--- src/hw/isr_pkg.sv ---
// Constants, types and helpers of the instrument status reporting block
// Assumes a single system clock; all codes below are shared by the hw files and the bench top
//
// Overview of operation
// - Clear-status empties events and error queue; status byte stays live
// - Enabled events OR together into event summary
// - Reading event flags returns them, then clears
// - Event mask shares event flag bit positions
// - Event bits: complete, query, device, exec, command, power
// - Complete-op clears bit zero; sets when idle
// - Reset command restores defaults; others unchanged
// - Masked status byte bits OR into bit six
// - Zero request mask never raises service request
// - Status byte: questionable, message, event, request
// - Status byte follows sources; reading never clears
// - Self-test returns zero on pass, one on fail
// - Wait holds later commands until earlier finish
// - Condition word live, read-only, reset-immune
// - Condition bits zero to six flag faults
// - Condition bits seven to ten show regulation
// - Bit eleven ORs soft, twelve ORs hard
// - Bits thirteen to fifteen: interlock, power, input
// - Indexed live status words, read-only, never cleared
// - Unindexed status query returns two words
// - Error FIFO; empty reads zero; overflow marks last
package isr_pkg;

    // Widths
    localparam int EV_W   = 8;
    localparam int STB_W  = 8;
    localparam int QUES_W = 16;
    localparam int WORD_W = 32;
    localparam int ERR_W  = 16;

    // Defaults of module parameters
    localparam int ERR_DEPTH_DEF  = 16;
    localparam int STAT_WORDS_DEF = 2;

    // Event flag bit positions, shared with the event mask
    localparam int EV_OPC = 0;
    localparam int EV_QRY = 2;
    localparam int EV_DEV = 3;
    localparam int EV_EXC = 4;
    localparam int EV_CMD = 5;
    localparam int EV_PWR = 7;
    localparam logic [EV_W-1:0] EV_RESET = 8'h80; // Power-on flag set

    // Status byte bit positions
    localparam int SB_QUES = 3;
    localparam int SB_MAV  = 4;
    localparam int SB_ESB  = 5;
    localparam int SB_RQS  = 6;
    localparam logic [STB_W-1:0] SRM_WR_MASK = 8'hBF; // Request bit excluded

    // Condition word: fault classes over the low eleven bits
    localparam logic [10:0] Q_SOFT_MASK = 11'h00E;
    localparam logic [10:0] Q_HARD_MASK = 11'h071;

    // Error codes and event class ranges
    localparam logic signed [ERR_W-1:0] ERR_NONE     = 16'sh0000;
    localparam logic signed [ERR_W-1:0] ERR_OVERFLOW = -16'sd350;
    localparam logic signed [ERR_W-1:0] ERR_CMD_HI   = -16'sd100;
    localparam logic signed [ERR_W-1:0] ERR_CMD_LO   = -16'sd199;
    localparam logic signed [ERR_W-1:0] ERR_EXC_HI   = -16'sd200;
    localparam logic signed [ERR_W-1:0] ERR_EXC_LO   = -16'sd299;
    localparam logic signed [ERR_W-1:0] ERR_DEV_HI   = -16'sd300;
    localparam logic signed [ERR_W-1:0] ERR_DEV_LO   = -16'sd399;
    localparam logic signed [ERR_W-1:0] ERR_QRY_HI   = -16'sd400;
    localparam logic signed [ERR_W-1:0] ERR_QRY_LO   = -16'sd499;

    // Self-test and operation-complete answers
    localparam logic [WORD_W-1:0] TST_PASS = 32'h0000_0000;
    localparam logic [WORD_W-1:0] TST_FAIL = 32'h0000_0001;
    localparam logic [WORD_W-1:0] OPC_DONE = 32'h0000_0001;

    // Commands and queries of the command port
    typedef enum logic [4:0] {
        CMD_CLS      = 5'b00000,
        CMD_ESE_WR   = 5'b00001,
        CMD_ESE_RD   = 5'b00010,
        CMD_EVF_RD   = 5'b00011,
        CMD_OPC      = 5'b00100,
        CMD_OPC_RD   = 5'b00101,
        CMD_RST      = 5'b00110,
        CMD_SRM_WR   = 5'b00111,
        CMD_SRM_RD   = 5'b01000,
        CMD_STB_RD   = 5'b01001,
        CMD_TST      = 5'b01010,
        CMD_WAI      = 5'b01011,
        CMD_QUES_RD  = 5'b01100,
        CMD_WORD_RD  = 5'b01101,
        CMD_WORDS_RD = 5'b01110,
        CMD_ERR_RD   = 5'b01111,
        CMD_ERR_CNT  = 5'b10000
    } isr_cmd_t;

    // Event class of a queued error code
    function automatic logic [EV_W-1:0] isr_event_of(
        input logic signed [ERR_W-1:0] code
    );
        logic [EV_W-1:0] ev;
        ev = 8'h00;
        ev[EV_CMD] = (code <= ERR_CMD_HI) && (code >= ERR_CMD_LO);
        ev[EV_EXC] = (code <= ERR_EXC_HI) && (code >= ERR_EXC_LO);
        ev[EV_DEV] = (code <= ERR_DEV_HI) && (code >= ERR_DEV_LO);
        ev[EV_QRY] = (code <= ERR_QRY_HI) && (code >= ERR_QRY_LO);
        return ev;
    endfunction

endpackage

--- src/hw/isr_err_if.sv ---
// Carrier between the status top and its error queue
// Assumes one producer (top) and one queue on the same clock
interface isr_err_if
    import isr_pkg::*;
#(
    parameter int DEPTH = ERR_DEPTH_DEF
);
    logic                    push;
    logic [ERR_W-1:0]        code;
    logic                    pop;
    logic                    clear;
    logic [ERR_W-1:0]        rd_code;
    logic [$clog2(DEPTH):0]  count;

    modport queue (input push, code, pop, clear, output rd_code, count);
    modport user  (output push, code, pop, clear, input rd_code, count);
endinterface

--- src/hw/isr_err_queue.sv ---
// First-in first-out error queue with registered read data
// Assumes pop and clear never come in the same cycle
module isr_err_queue
    import isr_pkg::*;
#(
    parameter int DEPTH = ERR_DEPTH_DEF
) (
    // Clock and synchronised reset
    input  wire logic sys_clk_in,
    input  wire logic rst_n_in,
    // Queue side of the carrier
    isr_err_if.queue  q
);
    localparam int PW = $clog2(DEPTH);

    if (DEPTH < 2 || (DEPTH & (DEPTH - 1)) != 0) begin : g_chk
        $error("isr_err_queue: DEPTH must be a power of two");
    end

    typedef struct packed {
        logic [DEPTH-1:0][ERR_W-1:0] mem;
        logic [PW-1:0]               wp;
        logic [PW-1:0]               rp;
        logic [PW:0]                 cnt;
        logic [ERR_W-1:0]            rd;
    } isr_q_state_t;

    isr_q_state_t s_q;
    isr_q_state_t s_d;

    // Pop, then clear, then push: a push survives a clear; when full it marks the last entry as overflow
    always_comb begin
        s_d = s_q;
        if (q.pop) begin
            s_d.rd = (s_q.cnt == '0) ? ERR_NONE : s_q.mem[s_q.rp];
            if (s_q.cnt != '0) begin
                s_d.rp  = s_q.rp + 1'b1;
                s_d.cnt = s_q.cnt - 1'b1;
            end
        end
        if (q.clear) begin
            s_d.wp  = '0;
            s_d.rp  = '0;
            s_d.cnt = '0;
        end
        if (q.push) begin
            if (s_d.cnt == DEPTH) begin
                s_d.mem[s_d.wp - 1'b1] = ERR_OVERFLOW;
            end else begin
                s_d.mem[s_d.wp] = q.code;
                s_d.wp          = s_d.wp + 1'b1;
                s_d.cnt         = s_d.cnt + 1'b1;
            end
        end
    end

    // State register
    always_ff @(posedge sys_clk_in or negedge rst_n_in) begin
        if (!rst_n_in) begin
            s_q <= '0;
        end else begin
            s_q <= s_d;
        end
    end

    // Outputs
    assign q.rd_code = s_q.rd;
    assign q.count   = s_q.cnt;
endmodule

--- src/hw/isr_status_top.sv ---
// Status reporting top: event flags, masks, status byte, live words
// Assumes one command at a time, held until cmd_ready_out is high
module isr_status_top
    import isr_pkg::*;
#(
    parameter int ERR_DEPTH = ERR_DEPTH_DEF,
    parameter int NUM_WORDS = STAT_WORDS_DEF
) (
    // Clock and reset
    input  wire logic                        sys_clk_in,
    input  wire logic                        reset_n_in,
    // Command port
    input  wire logic                        cmd_valid_in,
    input  wire isr_cmd_t                    cmd_code_in,
    input  wire logic [WORD_W-1:0]           cmd_arg_in,
    output logic                             cmd_ready_out,
    // Response port
    output logic                             rsp_valid_out,
    output logic [WORD_W-1:0]                rsp_data_out,
    // Device activity and errors
    input  wire logic                        exec_busy_in,
    input  wire logic                        msg_avail_in,
    input  wire logic                        err_push_in,
    input  wire logic [ERR_W-1:0]            err_code_in,
    // Self-test handshake
    output logic                             selftest_start_out,
    input  wire logic                        selftest_done_in,
    input  wire logic                        selftest_fail_in,
    // Live fault conditions
    input  wire logic                        overvolt_protect_fault_in,
    input  wire logic                        overcurrent_trip_fault_in,
    input  wire logic                        overvolt_trip_fault_in,
    input  wire logic                        overpower_trip_fault_in,
    input  wire logic                        overcurrent_protect_fault_in,
    input  wire logic                        overtemp_protect_fault_in,
    input  wire logic                        sense_loss_fault_in,
    // Live regulation mode
    input  wire logic                        const_current_active_in,
    input  wire logic                        const_voltage_active_in,
    input  wire logic                        const_resistance_active_in,
    input  wire logic                        const_power_active_in,
    // Live system flags
    input  wire logic                        interlock_open_flag_in,
    input  wire logic                        input_power_loss_flag_in,
    input  wire logic                        user_input_fault_flag_in,
    // Wide live status words, word 0 in the low bits
    input  wire logic [NUM_WORDS*WORD_W-1:0] status_words_in,
    // Status outputs
    output logic                             service_request_out,
    output logic                             settings_reset_out
);

    if (NUM_WORDS < 2 || NUM_WORDS > 256) begin : g_chk
        $error("isr_status_top: NUM_WORDS must be 2 to 256");
    end

    typedef enum logic [2:0] {
        ST_IDLE  = 3'b000,
        ST_WAIT  = 3'b001,
        ST_ERR   = 3'b010,
        ST_TEST  = 3'b011,
        ST_WORD1 = 3'b100
    } isr_state_t;

    typedef struct packed {
        isr_state_t        st;
        logic [EV_W-1:0]   evf;
        logic [EV_W-1:0]   ese;
        logic [STB_W-1:0]  srm;
        logic              opc_pend;
        logic              opc_query;
        logic              rsp_v;
        logic [WORD_W-1:0] rsp;
        logic              srq;
        logic              rst_pulse;
        logic              st_go;
    } isr_top_state_t;

    localparam isr_top_state_t TOP_RESET = '{
        st: ST_IDLE, evf: EV_RESET, ese: '0, srm: '0, opc_pend: 1'b0,
        opc_query: 1'b0, rsp_v: 1'b0, rsp: '0, srq: 1'b0,
        rst_pulse: 1'b0, st_go: 1'b0
    };

    isr_top_state_t s_q;
    isr_top_state_t s_d;
    logic [1:0]     rst_sync_q;
    logic           rst_n;

    // Reset release through two flip-flops
    always_ff @(posedge sys_clk_in or negedge reset_n_in) begin
        if (!reset_n_in) begin
            rst_sync_q <= 2'b00;
        end else begin
            rst_sync_q <= {rst_sync_q[0], 1'b1};
        end
    end
    assign rst_n = rst_sync_q[1];

    // Error queue
    isr_err_if #(.DEPTH(ERR_DEPTH)) err_bus ();

    isr_err_queue #(.DEPTH(ERR_DEPTH)) u_queue (
        .sys_clk_in (sys_clk_in),
        .rst_n_in   (rst_n),
        .q          (err_bus)
    );

    // Live condition word, never stored
    logic [10:0]       ques_low;
    logic              soft_sum;
    logic              hard_sum;
    logic [QUES_W-1:0] ques;

    assign ques_low = {const_power_active_in, const_resistance_active_in,
                       const_voltage_active_in, const_current_active_in,
                       sense_loss_fault_in, overtemp_protect_fault_in,
                       overcurrent_protect_fault_in, overpower_trip_fault_in,
                       overvolt_trip_fault_in, overcurrent_trip_fault_in,
                       overvolt_protect_fault_in};
    assign soft_sum = |(ques_low & Q_SOFT_MASK);
    assign hard_sum = |(ques_low & Q_HARD_MASK);
    assign ques = {user_input_fault_flag_in, input_power_loss_flag_in,
                   interlock_open_flag_in, hard_sum, soft_sum,
                   ques_low};

    // Status byte built from its sources only
    logic             esb;
    logic             rqs;
    logic [STB_W-1:0] stb_src;
    logic [STB_W-1:0] stb;

    assign esb     = |(s_q.evf & s_q.ese);
    assign stb_src = {2'b00, esb, msg_avail_in, |ques, 3'b000};
    assign rqs     = |(stb_src & s_q.srm);
    assign stb     = {1'b0, rqs, stb_src[5:0]};

    // Handshake and event sources
    logic            take;
    logic            opc_fire;
    logic [EV_W-1:0] ev_set;

    assign cmd_ready_out = (s_q.st == ST_IDLE);
    assign take          = cmd_valid_in && cmd_ready_out;
    assign opc_fire      = s_q.opc_pend && !exec_busy_in;
    assign ev_set = (err_push_in ? isr_event_of(err_code_in) : 8'h00)
                  | {7'b0000000, opc_fire};

    // Queue controls
    assign err_bus.push  = err_push_in;
    assign err_bus.code  = err_code_in;
    assign err_bus.pop   = take && (cmd_code_in == CMD_ERR_RD);
    assign err_bus.clear = take && (cmd_code_in == CMD_CLS);

    // Next state: commands, then events so that a set wins
    always_comb begin
        s_d           = s_q;
        s_d.rsp_v     = 1'b0;
        s_d.rst_pulse = 1'b0;
        s_d.st_go     = 1'b0;
        s_d.srq       = rqs;
        if (opc_fire) begin
            s_d.opc_pend = 1'b0;
        end
        unique case (s_q.st)
            ST_IDLE: begin
                if (take) begin
                    unique case (cmd_code_in)
                        CMD_CLS: begin
                            s_d.evf = '0;
                        end
                        CMD_ESE_WR: begin
                            s_d.ese = cmd_arg_in[EV_W-1:0];
                        end
                        CMD_ESE_RD: begin
                            s_d.rsp_v = 1'b1;
                            s_d.rsp   = {24'h000000, s_q.ese};
                        end
                        CMD_EVF_RD: begin
                            s_d.rsp_v = 1'b1;
                            s_d.rsp   = {24'h000000, s_q.evf};
                            s_d.evf   = '0;
                        end
                        CMD_OPC: begin
                            s_d.evf[EV_OPC] = 1'b0;
                            s_d.opc_pend    = 1'b1;
                        end
                        CMD_OPC_RD: begin
                            s_d.st        = ST_WAIT;
                            s_d.opc_query = 1'b1;
                        end
                        CMD_RST: begin
                            s_d.rst_pulse = 1'b1;
                        end
                        CMD_SRM_WR: begin
                            s_d.srm = cmd_arg_in[STB_W-1:0] & SRM_WR_MASK;
                        end
                        CMD_SRM_RD: begin
                            s_d.rsp_v = 1'b1;
                            s_d.rsp   = {24'h000000, s_q.srm};
                        end
                        CMD_STB_RD: begin
                            s_d.rsp_v = 1'b1;
                            s_d.rsp   = {24'h000000, stb};
                        end
                        CMD_TST: begin
                            s_d.st    = ST_TEST;
                            s_d.st_go = 1'b1;
                        end
                        CMD_WAI: begin
                            s_d.st        = ST_WAIT;
                            s_d.opc_query = 1'b0;
                        end
                        CMD_QUES_RD: begin
                            s_d.rsp_v = 1'b1;
                            s_d.rsp   = {16'h0000, ques};
                        end
                        CMD_WORD_RD: begin
                            s_d.rsp_v = 1'b1;
                            s_d.rsp   = '0;
                            if (cmd_arg_in < NUM_WORDS) begin
                                s_d.rsp = status_words_in[
                                    WORD_W*int'(cmd_arg_in[7:0]) +: WORD_W
                                ];
                            end
                        end
                        CMD_WORDS_RD: begin
                            s_d.rsp_v = 1'b1;
                            s_d.rsp   = status_words_in[WORD_W-1:0];
                            s_d.st    = ST_WORD1;
                        end
                        CMD_ERR_RD: begin
                            s_d.st = ST_ERR;
                        end
                        CMD_ERR_CNT: begin
                            s_d.rsp_v = 1'b1;
                            s_d.rsp   = WORD_W'(err_bus.count);
                        end
                        default: begin
                            s_d.rsp_v = 1'b0;
                        end
                    endcase
                end
            end
            ST_WAIT: begin
                if (!exec_busy_in) begin
                    s_d.st    = ST_IDLE;
                    s_d.rsp_v = s_q.opc_query;
                    s_d.rsp   = s_q.opc_query ? OPC_DONE : s_q.rsp;
                end
            end
            ST_ERR: begin
                s_d.st    = ST_IDLE;
                s_d.rsp_v = 1'b1;
                s_d.rsp   = WORD_W'(signed'(err_bus.rd_code));
            end
            ST_TEST: begin
                if (selftest_done_in) begin
                    s_d.st    = ST_IDLE;
                    s_d.rsp_v = 1'b1;
                    s_d.rsp   = selftest_fail_in ? TST_FAIL : TST_PASS;
                end
            end
            ST_WORD1: begin
                s_d.st    = ST_IDLE;
                s_d.rsp_v = 1'b1;
                s_d.rsp   = status_words_in[2*WORD_W-1:WORD_W];
            end
            default: begin
                s_d.st = ST_IDLE;
            end
        endcase
        s_d.evf = s_d.evf | ev_set;
    end

    // State register
    always_ff @(posedge sys_clk_in or negedge rst_n) begin
        if (!rst_n) begin
            s_q <= TOP_RESET;
        end else begin
            s_q <= s_d;
        end
    end

    // Outputs
    assign rsp_valid_out       = s_q.rsp_v;
    assign rsp_data_out        = s_q.rsp;
    assign service_request_out = s_q.srq;
    assign settings_reset_out  = s_q.rst_pulse;
    assign selftest_start_out  = s_q.st_go;

    logic quiet;
    assign quiet = !err_push_in && !opc_fire;
endmodule

--- config.mk ---
export PLATFORM = sky130hd
export DESIGN_NAME = isr_status_top
export DESIGN_NICKNAME = d
export VERILOG_FILES = /design/src/hw/isr_pkg.sv /design/src/hw/isr_err_if.sv /design/src/hw/isr_err_queue.sv /design/src/hw/isr_status_top.sv
export SDC_FILE = /design/constraint.sdc
export NUM_CORES = 1
export LEC_CHECK = 0
export BUFFER_PORTS_ARGS = -buffer_cell sky130_fd_sc_hd__buf_4
export CAP_MARGIN = 20
export CELL_PAD_IN_SITES_DETAIL_PLACEMENT = 0
export CELL_PAD_IN_SITES_GLOBAL_PLACEMENT = 1
export CORE_ASPECT_RATIO = 2
export CORE_UTILIZATION = 52
export DETAILED_ROUTE_END_ITERATION = 10
export PLACE_DENSITY_LB_ADDON = 0.1
export REMOVE_ABC_BUFFERS = 1
export SYNTH_ARGS = -nofsm -noshare
export SYNTH_HDL_FRONTEND = slang
export SYNTH_HIERARCHICAL = 1
export SYNTH_SLANG_ARGS = --single-unit
--- constraint.sdc ---
create_clock -name sys_clk_in -period 18.22 [get_ports sys_clk_in]
set_clock_uncertainty 0.05 [all_clocks]
set_input_delay 3.644 -clock sys_clk_in [delete_from_list [all_inputs] [get_ports sys_clk_in]]
set_output_delay 3.644 -clock sys_clk_in [all_outputs]
set_load 0.005 [all_outputs]
=== Word-level counts from Yosys, hierarchy flattened ===
Index checks and enable logic that the tools add are counted.

* Register bits: 351
* Logic and storage cells: 162

* $add $sub $neg: 5
* Order comparisons: 14
* Eq/ne operators: 27
* Shift operators: 1
* Muxes and demuxes: 42
* Bitwise gates (word level): 7
* Reductions and logical operators: 34

{| class="wikitable"
|+ Operators with widths
! cell !! number
|-
| $bwmux 256 || 1
|-
| $mux 256 || 1
|-
| $pmux 32 s8 || 1
|-
| $pmux 33 s5 || 1
|-
| $or 160x160->160 || 1
|-
| $demux 16 s4 || 2
|-
| $and 96x96->96 || 1
|-
| $not 96->96 || 1
|-
| $mux 33 || 2
|-
| $bmux 16 s4 || 1
|-
| $mux 16 || 4
|-
| $mux 32 || 2
|-
| $shiftx 64x14->32 || 1
|-
| $mux 62 || 1
|-
| $ge 16x10->1 const B || 3
|-
| $eq 5x4->1 const B || 8
|-
| $le 16x10->1 const B || 2
|-
| $lt 32x2->1 const B || 1
|-
| $mux 26 || 1
|-
| $mux 25 || 1
|-
| $reduce_or 8->1 || 3
|-
| $eq 5x3->1 const B || 4
|-
| $ge 16x9->1 const B || 1
|-
| $le 16x8->1 const B || 1
|-
| 48 further kinds || 85
|}

=== Depth between registers and ports, before layout ===
Gate-level depths: netlist of run 1.

* Depth in word-level cells: 13
* Depth in mapped cells: 18

=== Hierarchy ===
The synthesis of run 1 kept the hierarchy.

{| class="wikitable"
|+ Modules (own cells, without submodules)
! module !! times used !! cells an instance !! area each (um^2) !! seq. area each (um^2)
|-
| isr_err_queue || 1 || 1058 || 13789.5 || 7131.8
|-
| isr_status_top || 1 || 542 || 4748.3 || 1602.8
|}

=== Worst setup path before layout of run 1 ===
OpenSTA, ideal clock, no wires.

* Kind: in2reg
* Start: input cmd_code_in[4]
* End: register u_queue/s_q[222] in the netlist's numbering
* Setup time: 121 ps
* Arrival time: 6767 ps
* Required time: 18049 ps
* Slack: 11282 ps
* Cell stages on the path: 15
* Buffers on the path: 5
* Cells stage by stage: buf_2 nor3_1 and3_1 clkbuf_1 clkbuf_1 nor2_1 inv_1 ha_1 nand3b_1 or3_1 buf_2 o211a_4 a31o_2 buf_2 o22a_1

* Cells in the longest elaborated chain, start to end: 10
* Elaborated cells between the ends (all ways): 21
* Classes of those cells: add/sub (1); order compare (4); eq/ne (2); mux (8); bitwise (1); reduce/logical (5)

{| class="wikitable"
|+ RTL lines
! item !! line !! source
|-
| start: declaration || isr_status_top.sv:14 || <nowiki>input wire isr_cmd_t cmd_code_in,</nowiki>
|-
| $logic_not 5->1 * || isr_status_top.sv:153 || <nowiki>assign err_bus.clear = take && (cmd_code_in == CMD_CLS);</nowiki>
|-
| $logic_and 1x1->1 * || isr_status_top.sv:153 ||
|-
| named net err_bus.clear || isr_err_if.sv:11 || <nowiki>logic clear;</nowiki>
|-
| $mux 13 * || isr_err_queue.sv:41 || <nowiki>if (q.clear) begin</nowiki>
|-
| $sub 4x1->4 || isr_err_queue.sv:48 || <nowiki>s_d.mem[s_d.wp - 1'b1] = ERR_OVERFLOW;</nowiki>
|-
| $lt 4x5->1 (implied by the code) or $ge 4x1->1 (tied branches) || isr_err_queue.sv:48 ||
|-
| $logic_and 1x1->1 (implied by the code) || isr_err_queue.sv:48 ||
|-
| $mux 16 (implied by the code) || isr_err_queue.sv:48 ||
|-
| $demux 16 s4 || -- ||
|-
| $or 160x160->160 (no line) || -- ||
|-
| $mux 256 * || isr_err_queue.sv:47 || <nowiki>if (s_d.cnt == DEPTH) begin</nowiki>
|-
| end signal: assignment || isr_err_queue.sv:60 || <nowiki>s_q <= '0;</nowiki>
|-
| end signal: assignment || isr_err_queue.sv:62 || <nowiki>s_q <= s_d;</nowiki>
|-
| end: declaration || isr_err_queue.sv:28 || <nowiki>isr_q_state_t s_q;</nowiki>
|}

Mark *: on every way through the listed nets, which the timed path passes. The rest lies on a longest branch. The select of a mux whose other input is x is not followed.
A chain may end at the register's enable or synchronous reset.

=== Worst setup path in the final report of run 1 ===
* Start: input cmd_valid_in
* End: register u_queue/s_q[52] in the netlist's numbering

* Elaborated cells between the ends (all ways): 20
* Classes of those cells: add/sub (1); order compare (4); eq/ne (1); mux (8); bitwise (1); reduce/logical (5)

{| class="wikitable"
|+ RTL lines
! item !! line !! source
|-
| start: declaration || isr_status_top.sv:13 || <nowiki>input wire logic cmd_valid_in,</nowiki>
|-
| $logic_and 1x1->1 || isr_status_top.sv:144 || <nowiki>assign take = cmd_valid_in && cmd_ready_out;</nowiki>
|-
| $logic_and 1x1->1 || isr_status_top.sv:152 || <nowiki>assign err_bus.pop = take && (cmd_code_in == CMD_ERR_RD);</nowiki>
|-
| named net err_bus.pop || isr_err_if.sv:10 || <nowiki>logic pop;</nowiki>
|-
| $mux 25 || isr_err_queue.sv:34 || <nowiki>if (q.pop) begin</nowiki>
|-
| $mux 13 || isr_err_queue.sv:41 ||
|-
| $eq 5x5->1 || isr_err_queue.sv:47 ||
|-
| $mux 256 || isr_err_queue.sv:47 ||
|}

The timed path passes the listed nets, and every way through them passes these cells. The select of a mux whose other input is x is not followed.

==> impl_metrics.env, run 1 <==
export IMPL_die_height_um=269
export IMPL_worst_pin_slew_ps=1140
export IMPL_hold_ws_ps=292
export IMPL_numCtsBuffers=34
export IMPL_period_minus_slack_ps=7740
export IMPL_post_cts_resized=0
export IMPL_grt_max_degree=172
export IMPL_power_density_nw_per_um2=155
export IMPL_synthAdderAreaFrac_pct=0.675
export IMPL_hold_viol=0
export IMPL_fin_cells=2098
export IMPL_synth_edff_count=0
export IMPL_grt_pass1_wl_um=90200
export IMPL_root_buffer="clkbuf_16"
export IMPL_yosysTopAreaCellShare_pct=47.0
export IMPL_cp_start_kind="primary input"
export IMPL_critical_path_required_ps=18620
export IMPL_io_buffers=175
export IMPL_start_util_pct=52.9
export IMPL_tritoncts="yes"
export IMPL_ys_seq_elements=349
export IMPL_wl_per_cell_um=28.3
export IMPL_h_tree_depth=2
export IMPL_core_um2=35100
export IMPL_drt_iter0_markers=988
export IMPL_clk_path_buf_depth=3
export IMPL_critPathMaxFanout=22
export IMPL_rsz0062_at_grt="no"
export IMPL_r2r_end="u_queue/s_q[52]$_DFFE_PN0P_"
export IMPL_ys_dominant_reg_cell="dfrtp_1"
export IMPL_synth_area_top_cells="dfrtp_1 (47%), mux4_2 (7.8%), o22a_1 (6.6%)"
export IMPL_syn_to_final_growth_pct=11.3
export IMPL_synth_compound_area_share_pct=23.4
export IMPL_drt_total_wl_um=59300
export IMPL_register_area_um2=8740
export IMPL_finalMaxSlewViolations=0
export IMPL_pre_cts_ws_ps=10080
export IMPL_critPathKind="in -> reg"
export IMPL_drive_gt1_share_pct=22.4
export IMPL_hold_buffers=0
export IMPL_vias=14600
export IMPL_cp_startpoint="cmd_valid_in"
export IMPL_antenna_cells=0
export IMPL_cp_end_kind="flip-flop"
export IMPL_die_w_um=136
export IMPL_ys_types=88
export IMPL_fp_row_count=97
export IMPL_netlist_area_um2=18500
export IMPL_regToRegSetupSlack_ps=13000
export IMPL_power_leakage_nw=8.52
export IMPL_max_freq_ghz=0.129
export IMPL_ant_nets=0
export IMPL_pin_count=176
export IMPL_clkSlewWorstSetupHoldPaths_ps=60
export IMPL_gp_congestion=0.945
export IMPL_max_slew_margin_pct=23.1
export IMPL_finalCritPeriodShare_pct=42.5
export IMPL_die_area_um2=36500
export IMPL_setup_violations=0
export IMPL_postCtsSetupBuffers=0
export IMPL_multiInputGateArea_um2=8730
export IMPL_synthMuxAreaShare_pct=12.3
export IMPL_r2r_cells=14
export IMPL_grt_ovfl_total=0
export IMPL_ys_seq_area_share_pct=47.1
export IMPL_worstReg2RegStart="s_q[62]$_DFFE_PN0P_"
export IMPL_peakVddDrop_v=0.0000832
export IMPL_hp_class="reg -> async"
export IMPL_cts_sinks=349
export IMPL_fill_cells=2993
export IMPL_dp_cells=2040
export IMPL_cap_violations=0
export IMPL_avgSynthCellArea_um2=11.6
export IMPL_status="finished, final reports clean"
export IMPL_worst_setup_path_endpoint="u_queue/s_q[52]$_DFFE_PN0P_"
export IMPL_synth_top_family_by_area="compound AO/OA/AOI/OAI gates"
export IMPL_synth_common_cells="dfrtp_1 (348), o22a_1 (140), a22o_1 (103)"
export IMPL_antenna_found_initial=0
export IMPL_setup_ws_ps=10480
export IMPL_grt_pass1_vias=14900
export IMPL_drc_errors=0
export IMPL_layout_nets=1780
export IMPL_total_power_mw=3.19
export IMPL_clk_insertion_delay_late_ps=530
export IMPL_postSynthCellCount=1600
export IMPL_drt_pass1_iter_count=5
export IMPL_ys_warn_count=6
export IMPL_dp_hpwl_um=41200
export IMPL_fin_setup_tns_ps=0
export IMPL_grtUsageTotal_pct=33.2
export IMPL_cp_arrival_ps=8150
export IMPL_synth_largest_area_cell="dfrtp_1"
export IMPL_vias_per_cell=6.97
export IMPL_async_reset_ff_share_pct=100
export IMPL_synth_most_common_cell="dfrtp_1"
export IMPL_synth_xor_area_share_pct=0.607
export IMPL_synth_simple_area_share_pct=10.0
## how the worst min path moves through the flow
stage | start | endpoint | slack (ps)
finish | rst_sync_q[1]$_DFF_PN0_ | u_queue/s_q[203]$_DFFE_PN0P_ | 290
global route | rst_sync_q[0]$_DFF_PN0_ | rst_sync_q[1]$_DFF_PN0_ | 310
CTS | rst_sync_q[0]$_DFF_PN0_ | rst_sync_q[1]$_DFF_PN0_ | 310
detailed placement | rst_sync_q[0]$_DFF_PN0_ | rst_sync_q[1]$_DFF_PN0_ | 290
global placement | rst_sync_q[0]$_DFF_PN0_ | rst_sync_q[1]$_DFF_PN0_ | 290
floorplan | rst_sync_q[0]$_DFF_PN0_ | rst_sync_q[1]$_DFF_PN0_ | 280
## flip-flops by register name, summed over array words and instances, names as in the netlist
register,cells
rsp_data_out,32
rsp_valid_out,1
rst_sync_q,2
s_q,26
selftest_start_out,1
service_request_out,1
settings_reset_out,1
u_queue/q.count,5
u_queue/q.rd_code,16
u_queue/s_q,264
## cells in the final DEF (no fill, tap or decap), drive strengths merged, types with 6 or more instances in the layout
| cell type | instances |
|---|---|
| nand3 | 22 |
| clkbuf | 45 |
| nand2b | 35 |
| nand4 | 7 |
| o31a | 6 |
| o31ai | 9 |
| a31oi | 8 |
| o22a | 140 |
| o21a | 15 |
| a22o | 103 |
| o21ai | 58 |
| or2 | 7 |
| a21oi | 14 |
| nor4 | 42 |
| mux2i | 65 |
| and2 | 12 |
| a22oi | 14 |
| and3 | 25 |
| nor2 | 69 |
| a211oi | 23 |
| a221o | 17 |
| buf | 199 |
| inv | 16 |
| mux4 | 64 |
| nor3 | 26 |
| nand2 | 53 |
| o22ai | 23 |
| clkinv | 7 |
| o211ai | 9 |
| o221ai | 16 |
| mux2 | 16 |
| a32oi | 25 |
| dfrtp | 348 |
| o211a | 15 |
| ha | 10 |
| xnor2 | 8 |
| nor2b | 12 |
## worst max-delay path: stages
cell and delay (ps):
buf_4 90, or4b_1 520, nor3_2 230, buf_4 260, o41a_1 430, xnor2_1 170
nor2_1 100, inv_1 110, ha_1 140, nand3b_1 140, nor3_2 760, nand2_1 160
buf_4 270, o31ai_2 810, o22a_1 270
## routing by layer
metal	global-route usage (%)	routed length, µm	vias up	share of wire (%)
met4	20.1	3840	0	6.5
met2	60.5	31600	661	53
met5	0	0	-	0
met3	3.95	3070	178	5.2
met1	36.6	20800	7532	35
li1	-	-	6259	-
## report_power, final
group          internal, mW  total [mW]  switching, mW
sequential             1.10        1.36          0.256
clock                 0.387       0.692          0.305
combinational         0.568        1.14          0.569
total                  2.06        3.19           1.13
## final cells by class
class / instances / share of cell area [%]
clock buffer: 45 / 4.47
clock inverter: 13 / 0.618
inverter: 14 / 0.255
multi-input combinational: 1033 / 42.3
sequential: 349 / 42.4
tap: 445 / 2.70
timing repair buffer: 199 / 7.30
## stage by stage
stage | utilization (%) | instance area (µm²)
after global placement | 55.9 | 19600
after floorplan | - | 17500
after detailed placement | 55.9 | 19600
final | 58.8 | 20600
after global routing | 58.8 | 20600
after CTS | 58.8 | 20600
## kinds of logic (layout without fill, tap and decap cells)
group	Yosys count	count (layout)
AOI/OAI and AO/OA	527	527
DFF	349	349
and+or+nand+nor	338	338
buffers and inverters	218	271
muxes	145	145
xor gates and xnor gates	12	12
adders and majority gates	10	10
other	1	1
Power figures use the tool's default switching activity.
==> run 2, diff against run 1 <==
--- a/config.mk
+++ b/config.mk
@@ -10,7 +10,7 @@
 export CELL_PAD_IN_SITES_DETAIL_PLACEMENT = 0
 export CELL_PAD_IN_SITES_GLOBAL_PLACEMENT = 1
 export CORE_ASPECT_RATIO = 2
-export CORE_UTILIZATION = 52
+export CORE_UTILIZATION = 48
 export DETAILED_ROUTE_END_ITERATION = 10
 export PLACE_DENSITY_LB_ADDON = 0.1
 export REMOVE_ABC_BUFFERS = 1
==> constraint.sdc (replaced) <==
create_clock -name sys_clk_in -period 7.3 [get_ports sys_clk_in]
set_clock_uncertainty 0.05 [all_clocks]
set_input_delay 1.46 -clock sys_clk_in [delete_from_list [all_inputs] [get_ports sys_clk_in]]
set_output_delay 1.46 -clock sys_clk_in [all_outputs]
set_load 0.005 [all_outputs]
==> run 2 against run 1 <==
Effect of this change:
- sequential power is 150% higher
- critical path depth is 1 lower
- register-to-register slack worse by 11000 ps
- non-clock buffer count is 1 higher
- final cell count is 3.4% higher
- routed wire length is 3.8% higher
- die area is 8.2% higher
- first-iteration DRC count is 24% lower
- via count is 2.1% lower
- combinational power grew to 2.5 times the previous value
- critical path type unchanged
- critical endpoint is now u_queue/s_q[168]$_DFFE_PN0P_
==> impl_metrics.env, run 2 (synthesis results as in run 1) <==
export IMPL_status="finished, final reports clean"
export IMPL_tritoncts="yes"
export IMPL_cp_arrival_ps=5870
export IMPL_critPathMaxFanout=22
export IMPL_ant_nets=0
export IMPL_fin_area_um2=20800
export IMPL_power_density_nw_per_um2=388
export IMPL_power_switching_mw=2.85
export IMPL_hold_buffers=0
export IMPL_clkSlewWorstSetupHoldPaths_ps=60
export IMPL_clock_power_share_pct=22.5
export IMPL_fill_cells=3322
export IMPL_path_cells="buf_4 -> or4b_1 -> nor3_2 -> buf_4 -> o41a_1 -> xnor2_1 -> nor2_1 -> inv_1 -> ha_1 -> nand3b_1 -> or3_1 -> o21ai_1 -> o31ai_2 -> o22a_1"
export IMPL_worst_pin_slew_ps=1130
export IMPL_drc_errors=0
export IMPL_h_tree_depth=2
export IMPL_path_delay_family="compound AO/OA/AOI/OAI gates"
export IMPL_start_util_pct=48.7
export IMPL_pin_count=176
export IMPL_peakVddDrop_v=0.000232
export IMPL_hp_start="rst_sync_q[0]$_DFF_PN0_"
export IMPL_worstReg2RegStart="s_q[62]$_DFFE_PN0P_"
export IMPL_die_height_um=280
export IMPL_grt_max_degree=172
export IMPL_cap_violations=0
export IMPL_antenna_found_initial=0
export IMPL_postPlaceCellArea_um2=19700
export IMPL_vias=14300
export IMPL_grtUsageTotal_pct=31.8
export IMPL_drt_total_wl_um=61500
export IMPL_cp_start_kind="primary input"
export IMPL_comb_power_share_pct=35.6
export IMPL_dp_cells=2111
export IMPL_slowest_delay_ps=860
export IMPL_max_slew_margin_pct=23.7
export IMPL_drt_pass1_iter_count=5
export IMPL_rsz0062_at_grt="no"
export IMPL_io_buffers=175
export IMPL_layout_commonest_cell="dfrtp_1"
export IMPL_power_leakage_nw=8.57
export IMPL_clk_insertion_delay_late_ps=530
export IMPL_root_buffer="clkbuf_16"
export IMPL_total_power_mw=8.08
export IMPL_grt_pass1_wl_um=93700
export IMPL_regToRegSetupSlack_ps=2170
export IMPL_die_area_um2=39500
export IMPL_setup_violations=0
export IMPL_holdPathEnd="rst_sync_q[1]$_DFF_PN0_"
export IMPL_max_freq_ghz=0.182
export IMPL_cp_num_buf_inv=3
export IMPL_period_minus_slack_ps=5510
export IMPL_grt_ovfl_total=0
export IMPL_pre_cts_ws_ps=1340
export IMPL_dp_hpwl_um=43200
export IMPL_cp_startpoint="cmd_valid_in"
export IMPL_p_sw_share_pct=35.3
export IMPL_critPathKind="in -> reg"
export IMPL_hold_viol=0
export IMPL_finalCritPeriodShare_pct=75.4
export IMPL_grt_pass1_vias=15200
export IMPL_hold_path_cell_count=0
export IMPL_die_w_um=141
export IMPL_p_int_mw=5.23
export IMPL_gp_congestion=0.994
export IMPL_post_cts_resized=0
export IMPL_clk_path_buf_depth=3
export IMPL_regMostFlops="u_queue/s_q"
export IMPL_numCtsBuffers=34
export IMPL_power_frac_seq_pct=41.9
export IMPL_postCtsSetupBuffers=0
export IMPL_layout_nets=1781
export IMPL_wl_per_cell_um=28.4
export IMPL_cp_slowest_cell="o21ai_1"
export IMPL_hold_ws_ps=304
export IMPL_fin_cells=2170
export IMPL_r2r_end="u_queue/s_q[168]$_DFFE_PN0P_"
export IMPL_most_common_layout_cells="dfrtp_1 (344), buf_4 (199), o22a_1 (140), a22o_1 (103), nor2_1 (68)"
export IMPL_core_um2=38000
export IMPL_cp_end_kind="flip-flop"
export IMPL_cts_sinks=349
export IMPL_finalMaxSlewViolations=0
export IMPL_crit_top_cell="buf_4"
export IMPL_drt_iter0_markers=746
export IMPL_critical_path_required_ps=7660
export IMPL_hp_class="reg -> reg"
export IMPL_syn_to_final_growth_pct=12.3
export IMPL_largest_reg_flops=264
export IMPL_setup_ws_ps=1790
export IMPL_antenna_cells=0
export IMPL_r2r_cells=13
export IMPL_drive_gt1_share_pct=22.7
export IMPL_vias_per_cell=6.60
export IMPL_fp_row_count=101
-- run 2: cell types whose count changed in the layout (fill, tap and decap cells not counted), moves of 2 or more --
cell,before,now
inv_6,2,0
clkbuf_16,35,37
clkbuf_1,9,7
clkbuf_8,1,6
clkinvlp_4,2,0
-- run 2: layout make-up --
type / instances / area (µm²) / share of cell area [%]
clock buffer: 50 / 1030 / 4.97
clock inverter: 9 / 98.8 / 0.475
inverter: 14 / 52.6 / 0.252
multi-input combinational: 1033 / 8730 / 41.9
sequential: 349 / 8740 / 42.0
tap: 515 / 644 / 3.10
timing repair buffer: 200 / 1510 / 7.27
-- run 2: layer usage --
layer	wire length, µm	part of all wire, %	GRT usage, %
met5	0	0	0
met4	4140	6.7	20.8
met3	2940	4.8	3.93
met2	32700	53	58.1
met1	21700	35	34.4
-- run 2: how the worst max path moves through the flow --
stage,cells after the start,end,slack [ps]
after floorplan,0,rsp_data_out[0]$_DFFE_PN0P_,-3200
after global placement,14,u_queue/s_q[168]$_DFFE_PN0P_,1410
after detailed placement,14,u_queue/s_q[168]$_DFFE_PN0P_,1340
after CTS,14,u_queue/s_q[168]$_DFFE_PN0P_,1870
after global routing,14,u_queue/s_q[168]$_DFFE_PN0P_,1580
final,14,u_queue/s_q[168]$_DFFE_PN0P_,1790
-- run 2: power by group through the flow --
stage                     clock network [mW]  logic (mW)  registers (mW)
after floorplan                            0        1.85            3.25
after global placement                     0        2.81            3.37
after detailed placement                   0        2.88            3.39
after CTS                               1.85        2.88            3.37
after global routing                    1.92        3.08            3.47
final                                   1.82        2.88            3.38
-- run 2: stage by stage --
stage	util [%]	TNS (ps)
after floorplan	-	-1105830
after global placement	51.8	0
after detailed placement	51.8	0
after CTS	54.7	0
after global routing	54.7	0
final	54.7	0
